<file path="src/cpmc_pkg.sv">
// Contract
// - reset waits 2048 high plus 5 low cycles
// - stop wake waits 2048/64 high plus 5 low
// - program reads add 0-7 cycles, reset 111
// - write-extend bit stretches external RAM writes
// - external RAM reads add 0-7 cycles, reset 001
// - divider applies only on key 0x69 command
// - codes 000..111 divide by 128 down to 1
// - low clock from crystal at 0, RC at 1
// - keep-low bit keeps low clock in stop
// - high address byte from port 2 or 0x00
// - power bit 1 enters stop mode
// - power bit 0 enters idle mode
// - port 1 wake enable per pin
// - idle gates CPU only, wake clears idle
// - stop halts all but a kept low clock, pin wake clears stop
package cpmc_pkg;

    localparam logic [7:0]  ADDR_PWR     = 8'h87;
    localparam logic [7:0]  ADDR_WAIT    = 8'h8E;
    localparam logic [7:0]  ADDR_P1W     = 8'h91;
    localparam logic [7:0]  ADDR_CSEL    = 8'hE5;
    localparam logic [7:0]  ADDR_CCMD    = 8'hE6;
    localparam logic [7:0]  CMD_KEY      = 8'h69;
    localparam logic [7:0]  RD_NONE      = 8'h00;

    localparam int          PWR_BAUD     = 7;
    localparam int          PWR_KEEP     = 4;
    localparam int          PWR_HSEL     = 3;
    localparam int          PWR_GF       = 2;
    localparam int          PWR_STOP     = 1;
    localparam int          PWR_IDLE     = 0;
    localparam int          WAIT_PW_LSB  = 4;
    localparam int          WAIT_WE      = 3;
    localparam int          WAIT_RW_LSB  = 0;
    localparam int          CSEL_LOW_CLOCK_SOURCE_SEL    = 7;
    localparam int          CSEL_DIV_LSB = 0;

    localparam logic [2:0]  RST_PWAIT    = 3'h7;
    localparam logic [2:0]  RST_RWAIT    = 3'h1;
    localparam logic        RST_WEXT     = 1'h0;
    localparam logic [2:0]  RST_DIV      = 3'h7;
    localparam logic        RST_LOW_CLOCK_SOURCE_SEL     = 1'h1;
    localparam logic        RST_HSEL     = 1'h1;
    localparam logic        RST_KEEP     = 1'h0;
    localparam logic [7:0]  RST_P1W      = 8'h00;

    localparam logic [11:0] WARM_HI_XTAL = 12'h800;
    localparam logic [11:0] WARM_HI_RC   = 12'h040;
    localparam logic [2:0]  WARM_LO      = 3'h5;
    localparam logic [2:0]  XWR_EXT      = 3'h1;
    localparam logic [6:0]  DIV_MAX      = 7'h7F;

    typedef enum logic [4:0] {
        ST_WARM_HI = 5'h01,
        ST_WARM_LO = 5'h02,
        ST_RUN     = 5'h04,
        ST_IDLE    = 5'h08,
        ST_STOP    = 5'h10
    } cpmc_state_t;

endpackage

</file>
<file path="src/cpmc_ctrl.sv">
// The address-and-strobe port was chosen for this implementation.
`timescale 1ns/10ps
`default_nettype none
module cpmc_ctrl
    import cpmc_pkg::*;
(
    input  wire logic       clock,
    input  wire logic       rst,
    input  wire logic [7:0] reg_addr,
    input  wire logic [7:0] reg_wdata,
    input  wire logic       reg_wr,
    input  wire logic       reg_rd,
    output logic      [7:0] reg_rdata,
    input  wire logic       internal_low_rc_clk_pin,
    input  wire logic       osc_is_rc_pin,
    input  wire logic [7:0] p0_pins,
    input  wire logic [7:0] p1_pins,
    input  wire logic       irq_pending,
    input  wire logic [7:0] port2_output_latch,
    input  wire logic       fetch_req,
    input  wire logic       xram_rd_req,
    input  wire logic       xram_wr_req,
    output logic            mem_ready,
    output logic      [7:0] xram_high_addr,
    output logic            cpu_clk_en,
    output logic            cpu_run,
    output logic            periph_clk_en,
    output logic            hosc_run,
    output logic            internal_low_rc_run,
    output logic            lxtal_drive,
    output logic            idle_mode,
    output logic            stop_mode,
    output logic            serial_double_rate
);

    typedef struct packed {
        cpmc_state_t st;
        logic [11:0] warm_cnt;
        logic [2:0]  low_cnt;
        logic [2:0]  internal_low_rc_sy;
        logic [1:0]  rc_sy;
        logic [7:0]  p0_s1;
        logic [7:0]  p0_s2;
        logic [7:0]  p0_s3;
        logic [7:0]  p1_s1;
        logic [7:0]  p1_s2;
        logic [7:0]  p1_s3;
        logic        baud_dbl;
        logic        keep_low;
        logic        high_sel;
        logic        gen_flag;
        logic        stop_bit;
        logic        idle_bit;
        logic        low_clock_source_sel;
        logic [2:0]  div_sel;
        logic [2:0]  div_act;
        logic [2:0]  pwait;
        logic [2:0]  rwait;
        logic        wext;
        logic [7:0]  p1_wen;
        logic [7:0]  rdata;
        logic [7:0]  xhi;
        logic        busy;
        logic [2:0]  wcnt;
        logic        ready;
        logic        cpu_run;
        logic        periph_en;
        logic        hosc_run;
        logic        internal_low_rc_run;
        logic        lxtal_drive;
    } cpmc_regs_t;

    localparam cpmc_regs_t RST_VAL = '{
        st:       ST_WARM_HI,
        warm_cnt: WARM_HI_XTAL - 12'h001,
        high_sel: RST_HSEL,
        keep_low: RST_KEEP,
        low_clock_source_sel:     RST_LOW_CLOCK_SOURCE_SEL,
        div_sel:  RST_DIV,
        div_act:  RST_DIV,
        pwait:    RST_PWAIT,
        rwait:    RST_RWAIT,
        wext:     RST_WEXT,
        p1_wen:   RST_P1W,
        hosc_run: 1'h1,
        default:  '0
    };

    cpmc_regs_t r;
    cpmc_regs_t n;
    logic       internal_low_rc_edge;
    logic       p0_chg;
    logic       p1_chg;
    logic       pin_wake;
    logic       low_on;

    // change detect looks only at the second and third stages
    assign internal_low_rc_edge = r.internal_low_rc_sy[1] & ~r.internal_low_rc_sy[2];
    assign p0_chg    = |(r.p0_s2 ^ r.p0_s3);
    assign p1_chg    = |((r.p1_s2 ^ r.p1_s3) & r.p1_wen);
    assign pin_wake  = p0_chg | p1_chg;

    always_comb begin
        n = r;
        low_on = 1'b0;
        n.internal_low_rc_sy = {r.internal_low_rc_sy[1], r.internal_low_rc_sy[0], internal_low_rc_clk_pin};
        n.rc_sy   = {r.rc_sy[0], osc_is_rc_pin};
        n.p0_s1   = p0_pins;
        n.p0_s2   = r.p0_s1;
        n.p0_s3   = r.p0_s2;
        n.p1_s1   = p1_pins;
        n.p1_s2   = r.p1_s1;
        n.p1_s3   = r.p1_s2;
        n.ready   = 1'b0;
        n.rdata   = RD_NONE;

        // operating mode sequence
        case (r.st)
            ST_WARM_HI: begin
                if (r.warm_cnt == 12'h000) begin
                    n.st = ST_WARM_LO;
                    n.low_cnt = WARM_LO;
                end else begin
                    n.warm_cnt = r.warm_cnt - 12'h001;
                end
            end
            ST_WARM_LO: begin
                if (internal_low_rc_edge) begin
                    if (r.low_cnt == 3'h1) begin
                        n.st = ST_RUN;
                    end else begin
                        n.low_cnt = r.low_cnt - 3'h1;
                    end
                end
            end
            ST_RUN: begin
                if (r.stop_bit) begin
                    n.st = ST_STOP;
                end else if (r.idle_bit) begin
                    n.st = ST_IDLE;
                end
            end
            ST_IDLE: begin
                if (pin_wake | irq_pending) begin
                    n.st = ST_RUN;
                    n.idle_bit = 1'b0;
                end
            end
            ST_STOP: begin
                if (pin_wake) begin
                    n.st = ST_WARM_HI;
                    n.stop_bit = 1'b0;
                    // RC source restarts fast, crystal needs full warm-up
                    if (r.rc_sy[1]) begin
                        n.warm_cnt = WARM_HI_RC - 12'h001;
                    end else begin
                        n.warm_cnt = WARM_HI_XTAL - 12'h001;
                    end
                end
            end
            default: begin
                n.st = ST_WARM_HI;
                n.warm_cnt = WARM_HI_XTAL - 12'h001;
            end
        endcase

        // software writes come after wake clears, so a write wins
        if (reg_wr) begin
            case (reg_addr)
                ADDR_PWR: begin
                    n.baud_dbl = reg_wdata[PWR_BAUD];
                    n.keep_low = reg_wdata[PWR_KEEP];
                    n.high_sel = reg_wdata[PWR_HSEL];
                    n.gen_flag = reg_wdata[PWR_GF];
                    n.stop_bit = reg_wdata[PWR_STOP];
                    n.idle_bit = reg_wdata[PWR_IDLE];
                end
                ADDR_WAIT: begin
                    n.pwait = reg_wdata[WAIT_PW_LSB +: 3];
                    n.wext  = reg_wdata[WAIT_WE];
                    n.rwait = reg_wdata[WAIT_RW_LSB +: 3];
                end
                ADDR_P1W: begin
                    n.p1_wen = reg_wdata;
                end
                ADDR_CSEL: begin
                    n.low_clock_source_sel    = reg_wdata[CSEL_LOW_CLOCK_SOURCE_SEL];
                    n.div_sel = reg_wdata[CSEL_DIV_LSB +: 3];
                end
                ADDR_CCMD: begin
                    // any other value is dropped without effect
                    if (reg_wdata == CMD_KEY) begin
                        n.div_act = r.div_sel;
                    end
                end
                default: begin
                end
            endcase
        end

        if (reg_rd) begin
            case (reg_addr)
                ADDR_PWR: begin
                    n.rdata = {r.baud_dbl, 2'h0, r.keep_low, r.high_sel,
                               r.gen_flag, r.stop_bit, r.idle_bit};
                end
                ADDR_WAIT: begin
                    n.rdata = {1'h0, r.pwait, r.wext, r.rwait};
                end
                ADDR_P1W: begin
                    n.rdata = r.p1_wen;
                end
                ADDR_CSEL: begin
                    n.rdata = {r.low_clock_source_sel, 4'h0, r.div_sel};
                end
                default: begin
                    n.rdata = RD_NONE;
                end
            endcase
        end

        // one access at a time; requests during a stretch are ignored
        if (r.busy) begin
            if (r.wcnt == 3'h0) begin
                n.busy  = 1'b0;
                n.ready = 1'b1;
            end else begin
                n.wcnt = r.wcnt - 3'h1;
            end
        end else if (fetch_req) begin
            n.busy = 1'b1;
            n.wcnt = r.pwait;
        end else if (xram_rd_req) begin
            n.busy = 1'b1;
            n.wcnt = r.rwait;
        end else if (xram_wr_req) begin
            n.busy = 1'b1;
            n.wcnt = r.wext ? XWR_EXT : 3'h0;
        end

        n.xhi = r.high_sel ? 8'h00 : port2_output_latch;

        // keep-low is taken from the stored bit, written beforehand
        low_on = (n.st != ST_STOP) | r.keep_low;
        n.cpu_run     = (n.st == ST_RUN);
        n.periph_en   = (n.st == ST_RUN) | (n.st == ST_IDLE);
        n.hosc_run    = (n.st != ST_STOP);
        n.internal_low_rc_run    = low_on & n.low_clock_source_sel;
        n.lxtal_drive = low_on & ~n.low_clock_source_sel;
    end

    always_ff @(posedge clock) begin
        if (rst) begin
            r <= RST_VAL;
        end else begin
            r <= n;
        end
    end

    // divider runs only while the CPU clock is allowed
    cpmc_cpu_div u_div (
        .clock    (clock),
        .rst      (rst),
        .run      (r.cpu_run),
        .div_code (r.div_act),
        .tick     (cpu_clk_en)
    );

    assign reg_rdata          = r.rdata;
    assign mem_ready          = r.ready;
    assign xram_high_addr     = r.xhi;
    assign cpu_run            = r.cpu_run;
    assign periph_clk_en      = r.periph_en;
    assign hosc_run           = r.hosc_run;
    assign internal_low_rc_run           = r.internal_low_rc_run;
    assign lxtal_drive        = r.lxtal_drive;
    assign idle_mode          = r.st[3];
    assign stop_mode          = r.st[4];
    assign serial_double_rate = r.baud_dbl;

endmodule
`default_nettype wire

</file>
<file path="src/cpmc_cpu_div.sv">
`timescale 1ns/10ps
`default_nettype none
module cpmc_cpu_div
    import cpmc_pkg::*;
(
    input  wire logic       clock,
    input  wire logic       rst,
    input  wire logic       run,
    input  wire logic [2:0] div_code,
    output logic            tick
);

    typedef struct packed {
        logic [6:0] cnt;
        logic       tick;
    } cpmc_div_t;

    cpmc_div_t  r;
    cpmc_div_t  n;
    logic [6:0] last;

    // code 000 -> 128 cycles per tick, code 111 -> every cycle
    assign last = DIV_MAX >> div_code;

    always_comb begin
        n = r;
        n.tick = 1'b0;
        if (!run) begin
            n.cnt = 7'h00;
        end else if (r.cnt >= last) begin
            // >= so a shorter divider never overruns a stale count
            n.cnt = 7'h00;
            n.tick = 1'b1;
        end else begin
            n.cnt = r.cnt + 7'h01;
        end
    end

    always_ff @(posedge clock) begin
        if (rst) begin
            r <= '0;
        end else begin
            r <= n;
        end
    end

    assign tick = r.tick;

endmodule
`default_nettype wire

</file>
<file path="config.mk">
export PLATFORM = sky130hd
export DESIGN_NAME = cpmc_ctrl
export DESIGN_NICKNAME = d
export VERILOG_FILES = /design/src/cpmc_pkg.sv /design/src/cpmc_ctrl.sv /design/src/cpmc_cpu_div.sv
export SDC_FILE = /design/constraint.sdc
export NUM_CORES = 1
export LEC_CHECK = 0
export BUFFER_PORTS_ARGS = -buffer_cell sky130_fd_sc_hd__buf_2
export CAP_MARGIN = 10
export CORE_UTILIZATION = 45
export CTS_CLUSTER_DIAMETER = 100
export DETAILED_ROUTE_END_ITERATION = 6
export GPL_TIMING_DRIVEN = 1
export PLACE_DENSITY = 0.63
export SYNTH_ARGS = -nofsm -noshare
export SYNTH_HDL_FRONTEND = slang
export SYNTH_SLANG_ARGS = --single-unit
</file>
<file path="constraint.sdc">
create_clock -name clock -period 2.5 [get_ports clock]
set_input_delay 0.125 -clock clock [delete_from_list [all_inputs] [get_ports clock]]
set_output_delay 0.125 -clock clock [all_outputs]
set_load 0.005 [all_outputs]
</file>
== Yosys cells after proc, flatten, opt, wreduce, memory -nomap -nowiden ==
Cells that the tools add are included.

* Add/sub/neg operators: 4
* $lt $le $gt $ge: 1
* Eq/ne operators: 21
* Shift operators: 1
* Muxes and demuxes: 36
* Bitwise operators: 16
* Reduce and logical (&&, ||, !) cells: 20

{| class="wikitable"
|+ Operators with widths
! cell !! count
|-
| 8-bit equality test, second input constant || 5
|-
| 12-bit one-hot mux with 3 select lines || 1
|-
| 8-bit one-hot mux with 4 select lines || 1
|-
| 5-bit two-way mux || 6
|-
| 5-bit one-hot mux with 5 select lines || 1
|-
| 24-bit two-way mux || 1
|-
| 4-bit two-way mux || 5
|-
| 3-bit two-way mux || 6
|-
| 17-bit two-way mux || 1
|-
| 8-bit OR reduction || 2
|-
| 8-bit XOR || 2
|-
| 12-bit logical NOT || 1
|-
| 12-bit two-way mux || 1
|-
| 2-bit inequality test, second input constant || 6
|-
| 12-bit by 1-bit subtractor with 12-bit output, second input constant || 1
|-
| 11-bit two-way mux || 1
|-
| 5-bit by 3-bit equality test with 1-bit output, second input constant || 2
|-
| 5-bit by 4-bit equality test with 1-bit output, second input constant || 2
|-
| 2-bit AND reduction || 5
|-
| 8-bit AND || 1
|-
| 8-bit by 7-bit equality test with 1-bit output, second input constant || 1
|-
| 1-bit two-way mux || 8
|-
| 8-bit two-way mux || 1
|-
| 2-bit OR reduction || 4
|-
| 21 further kinds || 34
|}

* Bits in registers: 135
* Bits of input ports: 50
* Output and inout port bits: 26
* Logic and storage cells: 135

== Depth between registers and ports, before layout ==
* Depth in word-level cells: 11
* Gate-level depth with buffers: 8
* Gate-level depth less buffers: 8

== Hierarchy ==
From an unflattened synthesis, not the netlist that was laid out.

* Cells, all modules: 597
* Area, all modules: 5510.3 µm²

{| class="wikitable"
|+ By module, submodules not included
! module !! times used !! cells an instance !! area an instance (µm²) !! sequential area each (µm²)
|-
| cpmc_ctrl || 1 || 545 || 4993.5 || 2542.4
|-
| cpmc_cpu_div || 1 || 52 || 516.7 || 160.2
|}

== Worst setup path before layout ==
Ideal clock, no wire load.

* Kind: register -> register
* Start point: register r[85] (netlist name)
* End point: register r[118] (netlist name)
* Library setup time: 122 ps
* Data arrival time: 1882 ps
* Required time: 2378 ps
* Setup slack: 497 ps
* Stages on the path, launching flop included: 9
* Path buffers: 2
* Period minus slack after synthesis: 2003 ps
* Path through: dfxtp_1 > xor2_1 > nor4_2 > nand4_1 > or3_1 > buf_2 > and2_4 > buf_6 > a221o_1

* Longest elaborated chain between the ends: 5

{| class="wikitable"
|+ RTL lines
! element !! line !! source
|-
| start: declaration || cpmc_ctrl.sv:89 || <nowiki>cpmc_regs_t r;</nowiki>
|-
| start signal: assignment || cpmc_ctrl.sv:256 || <nowiki>r <= n;</nowiki>
|-
| 8-bit XOR || cpmc_ctrl.sv:99 || <nowiki>assign p0_chg = |(r.p0_s2 ^ r.p0_s3);</nowiki>
|-
| 8-bit OR reduction || cpmc_ctrl.sv:99 ||
|-
| 1-bit bitwise OR || cpmc_ctrl.sv:101 || <nowiki>assign pin_wake = p0_chg | p1_chg;</nowiki>
|-
| 2-bit inequality test (no line) || - ||
|-
| 3-bit AND reduction (no line) || - ||
|}

Every way passes these cells.
A chain may end at the register's enable or synchronous reset.

== Worst setup path in the final report ==
* Start point: register r[79] (netlist name)
* End point: register r[111] (netlist name)

Same word-level chain as after synthesis.

==> metrics.md <==
| Metric | Value |
|---|---|
| Run status | completed |
| Post-layout min period | 2120 ps |
| Number of I/O pins | 76 |
| Die width | 112 um |
| Number of global-route vias before repair | 4108 |
| # DRC | 0 |
| Net count reported at finish | 749 |
| Met3 Use GR | 5.35% |
| Comb power frac | 5.2% |
| Total Wirelength | 11700 um |
| Antenna-violating nets left | 0 |
| Mean Syn Cell Area | 9.23 um2 |
| Final period utilization | 84.8% |
| Die height | 112 um |
| # diodes | 0 |
| Die area | 12700 um2 |
| Setup TNS | 0 ps |
| Critical path startpoint category | register |
| Clock sinks | 135 |
| Clock power share | 47.5% |
| Vias | 4410 |
| Worst EP arrival | 2370 ps |
| First-pass DRT Iterations | 6 |
| Cell Pwr Density | 701 nW/um2 |
| Int Power | 3.70 mW |
| Layer with the highest usage | met2 |
| DP Wirelength | 7840 um |
| Post-synth EDFFs | 0 |
| Hold buffers post-CTS | 29 |
| Non-filler cells, final | 839 |
| Longest Clk Path Bufs | 2 |
| Gp weighted congestion | 0.849 |
| CP max FO | 14 |
| Setup crit end kind | register |
| Clk slew on worst S/H paths | 60 ps |
| Tot Pwr | 4.71 mW |
| Synth-to-Final Area Change | 22.1% |
| Hold violation count in the final report | 0 |
| Mapped Nets | 659 |
| Gr usage total | 19.8% |
| Starting DRC count in detailed routing | 283 |
| Grt ovf | 0 |
| CTS Root Cell | clkbuf_16 |
| First-pass GRT wire length | 19700 um |
| I/O Buffers | 75 |
| Max Cap Viol | 0 |
| Share of cells above drive strength 1 | 17.1% |
| Inst Count DP | 780 |
| Max-slew violation count | 0 |
| Clock Skew | 4.99 ps |
| CTS Buf Count | 17 |
| Worst Path Required | 2750 ps |
| Clk_lat worst skew | 410 ps |
| Wire per inst | 13.9 um |
| Hold Path Class | input pin to register |
| Final setup violation count | 0 |
| Layout Utilization | 57.5% |
| Postcts setup bufs | 0 |
| Fillers | 1017 |
| TritonCTS clock tree | done |
| NetSw | 1.01 mW |
| Slew of the pin with the lowest slew margin | 643 ps |
| RSZ-0062 raised after global routing | no |
| Routing usage on met1 | 26.0% |
| H-tree depth | 4 |
| CORE AREA | 11700 um2 |
| GR met2 Demand/Resource | 31.0% |
| Pleak | 2.81 nW |
| Top-area cell type share of the netlist area | 49.2% |
| Post-cts sizing count | 0 |
| Syn Std Cell Area | 5490 um2 |
| Gate Count Post-Synth | 595 |
| Site row count | 39 |
| DR vias/cell | 5.26 |
| Reg power frac | 47.3% |
| Post-synthesis cell type count | 59 |
| Synth cell count leaders | dfxtp_1 (135), nor2b_1 (57), nand2_1 (52), nand3_1 (42), nor2_1 (38) |
| F_max | 472 MHz |
| Seq/Total Area, Yosys | 49.2% |
| Asr flop ratio synth | 0% |
| Slew HR | 57.1% |
| Synth area leader | dfxtp_1 |
| Yosys Warn Count | 0 |
| Sw frac | 21.5% |
| Starting density of the core | 47.1% |
| Peak supply drop | 0.497 mV |
| Crit Path Category | register to register |
| Count leader, synth | dfxtp_1 |
| Area contributors post-synth | dfxtp_1 (49%), nor2b_1 (6.5%), nand3_1 (3.8%), nand2_1 (3.6%), xor2_1 (3.3%) |
| Top FF cell, synth | dfxtp_1 |
| Pin count of the biggest net entering global routing | 56 |
| Yosys reg bits | 135 |
| Antenna violations before repair | 0 |
-- path summary, 6_finish.rpt --
kind / from / to / slack [ps] / cells past startpoint
setup / recovery: r[79] / r[111] / 380 / 7
hold / removal: reg_wdata[4] / r[52] / 20 / 3
setup reg to reg: r[79] / r[111] / 380 / 7
hold reg to reg: n[93] / n[85] / 430 / 1
-- metrics by stage --
stage | instance area (um2) | worst slack [ps] | hold slack [ps]
after global placement | 5890 | 454 | 324
after CTS | 6710 | 346 | 0.302
after detailed placement | 5890 | 362 | 329
final | 6710 | 380 | 20.3
after global routing | 6710 | 225 | 3.82
after floorplan | 5490 | 497 | 247
-- layer usage --
layer | share of wire, % | up-vias
met5 | 0 | -
met4 | 1.2 | 0
met3 | 5.0 | 15
met2 | 46 | 136
met1 | 48 | 2020
li1 | - | 2239
-- cell type report --
| cell class | count | area (um2) | share of cell area (%) |
|---|---|---|---|
| clock inverter | 9 | 80.1 | 1.19 |
| inverter | 13 | 48.8 | 0.727 |
| multi-input combinational | 405 | 2520 | 37.5 |
| sequential | 135 | 2700 | 40.3 |
| timing repair buffer | 113 | 733 | 10.9 |
| clock buffer | 21 | 450 | 6.71 |
| tap | 143 | 179 | 2.67 |
-- cell families (layout without fill, tap and decap cells) --
kind of cell / count (synthesis) / count (layout) / synth area share [%]
flops: 135 / 135 / 49.2
compound gates: 105 / 105 / 12.5
buf+inv: 55 / 156 / 5.01
fa+ha+maj: 14 / 14 / 3.19
mux: 7 / 7 / 1.30
xor+xnor: 25 / 25 / 3.99
simple gates: 254 / 254 / 24.8
-- sequential cells by signal, indices dropped and copies added (netlist names), 7 cells and up --
name / flops
r: 67
n: 35
reg_rdata: 8
xram_high_addr: 8
u_div.r: 7
-- power by group through the flow --
stage               Combinational [mW]  Sequential (mW)  Clock (mW)
detailed placement               0.208             2.27           0
global route                     0.272             2.23        2.40
finish                           0.244             2.23        2.23
floorplan                        0.126             2.27           0
CTS                              0.244             2.23        2.30
global placement                 0.203             2.27           0
-- cell usage in the layout (no fill, tap or decap), drive strengths merged, types with 3 or more instances in the layout --
cell	instances
nor3	10
o21a	5
nand3	42
clkbuf	21
mux2i	6
a21oi	34
a222oi	3
xor2	21
nor3b	4
buf	84
clkinvlp	4
and3	4
nor2b	57
a211oi	8
ha	14
a31oi	4
o21ai	15
nor4	7
xnor2	4
o41ai	4
nand4b	4
nand2	52
and2	13
nor2	38
nand4	3
a22oi	12
nand2b	5
dlygate4sd3	29
dfxtp	135
inv	13
clkinv	4
a21o	4
-- critical path: stages (launching register included) --
cell      delay (ps)
dfxtp_1          310
xor2_1           150
nor4_1           330
nand4_1          210
or3_1            410
buf_4            210
a211oi_1         270
a41oi_1           70
No activity file was read; power rests on OpenSTA's default activity.
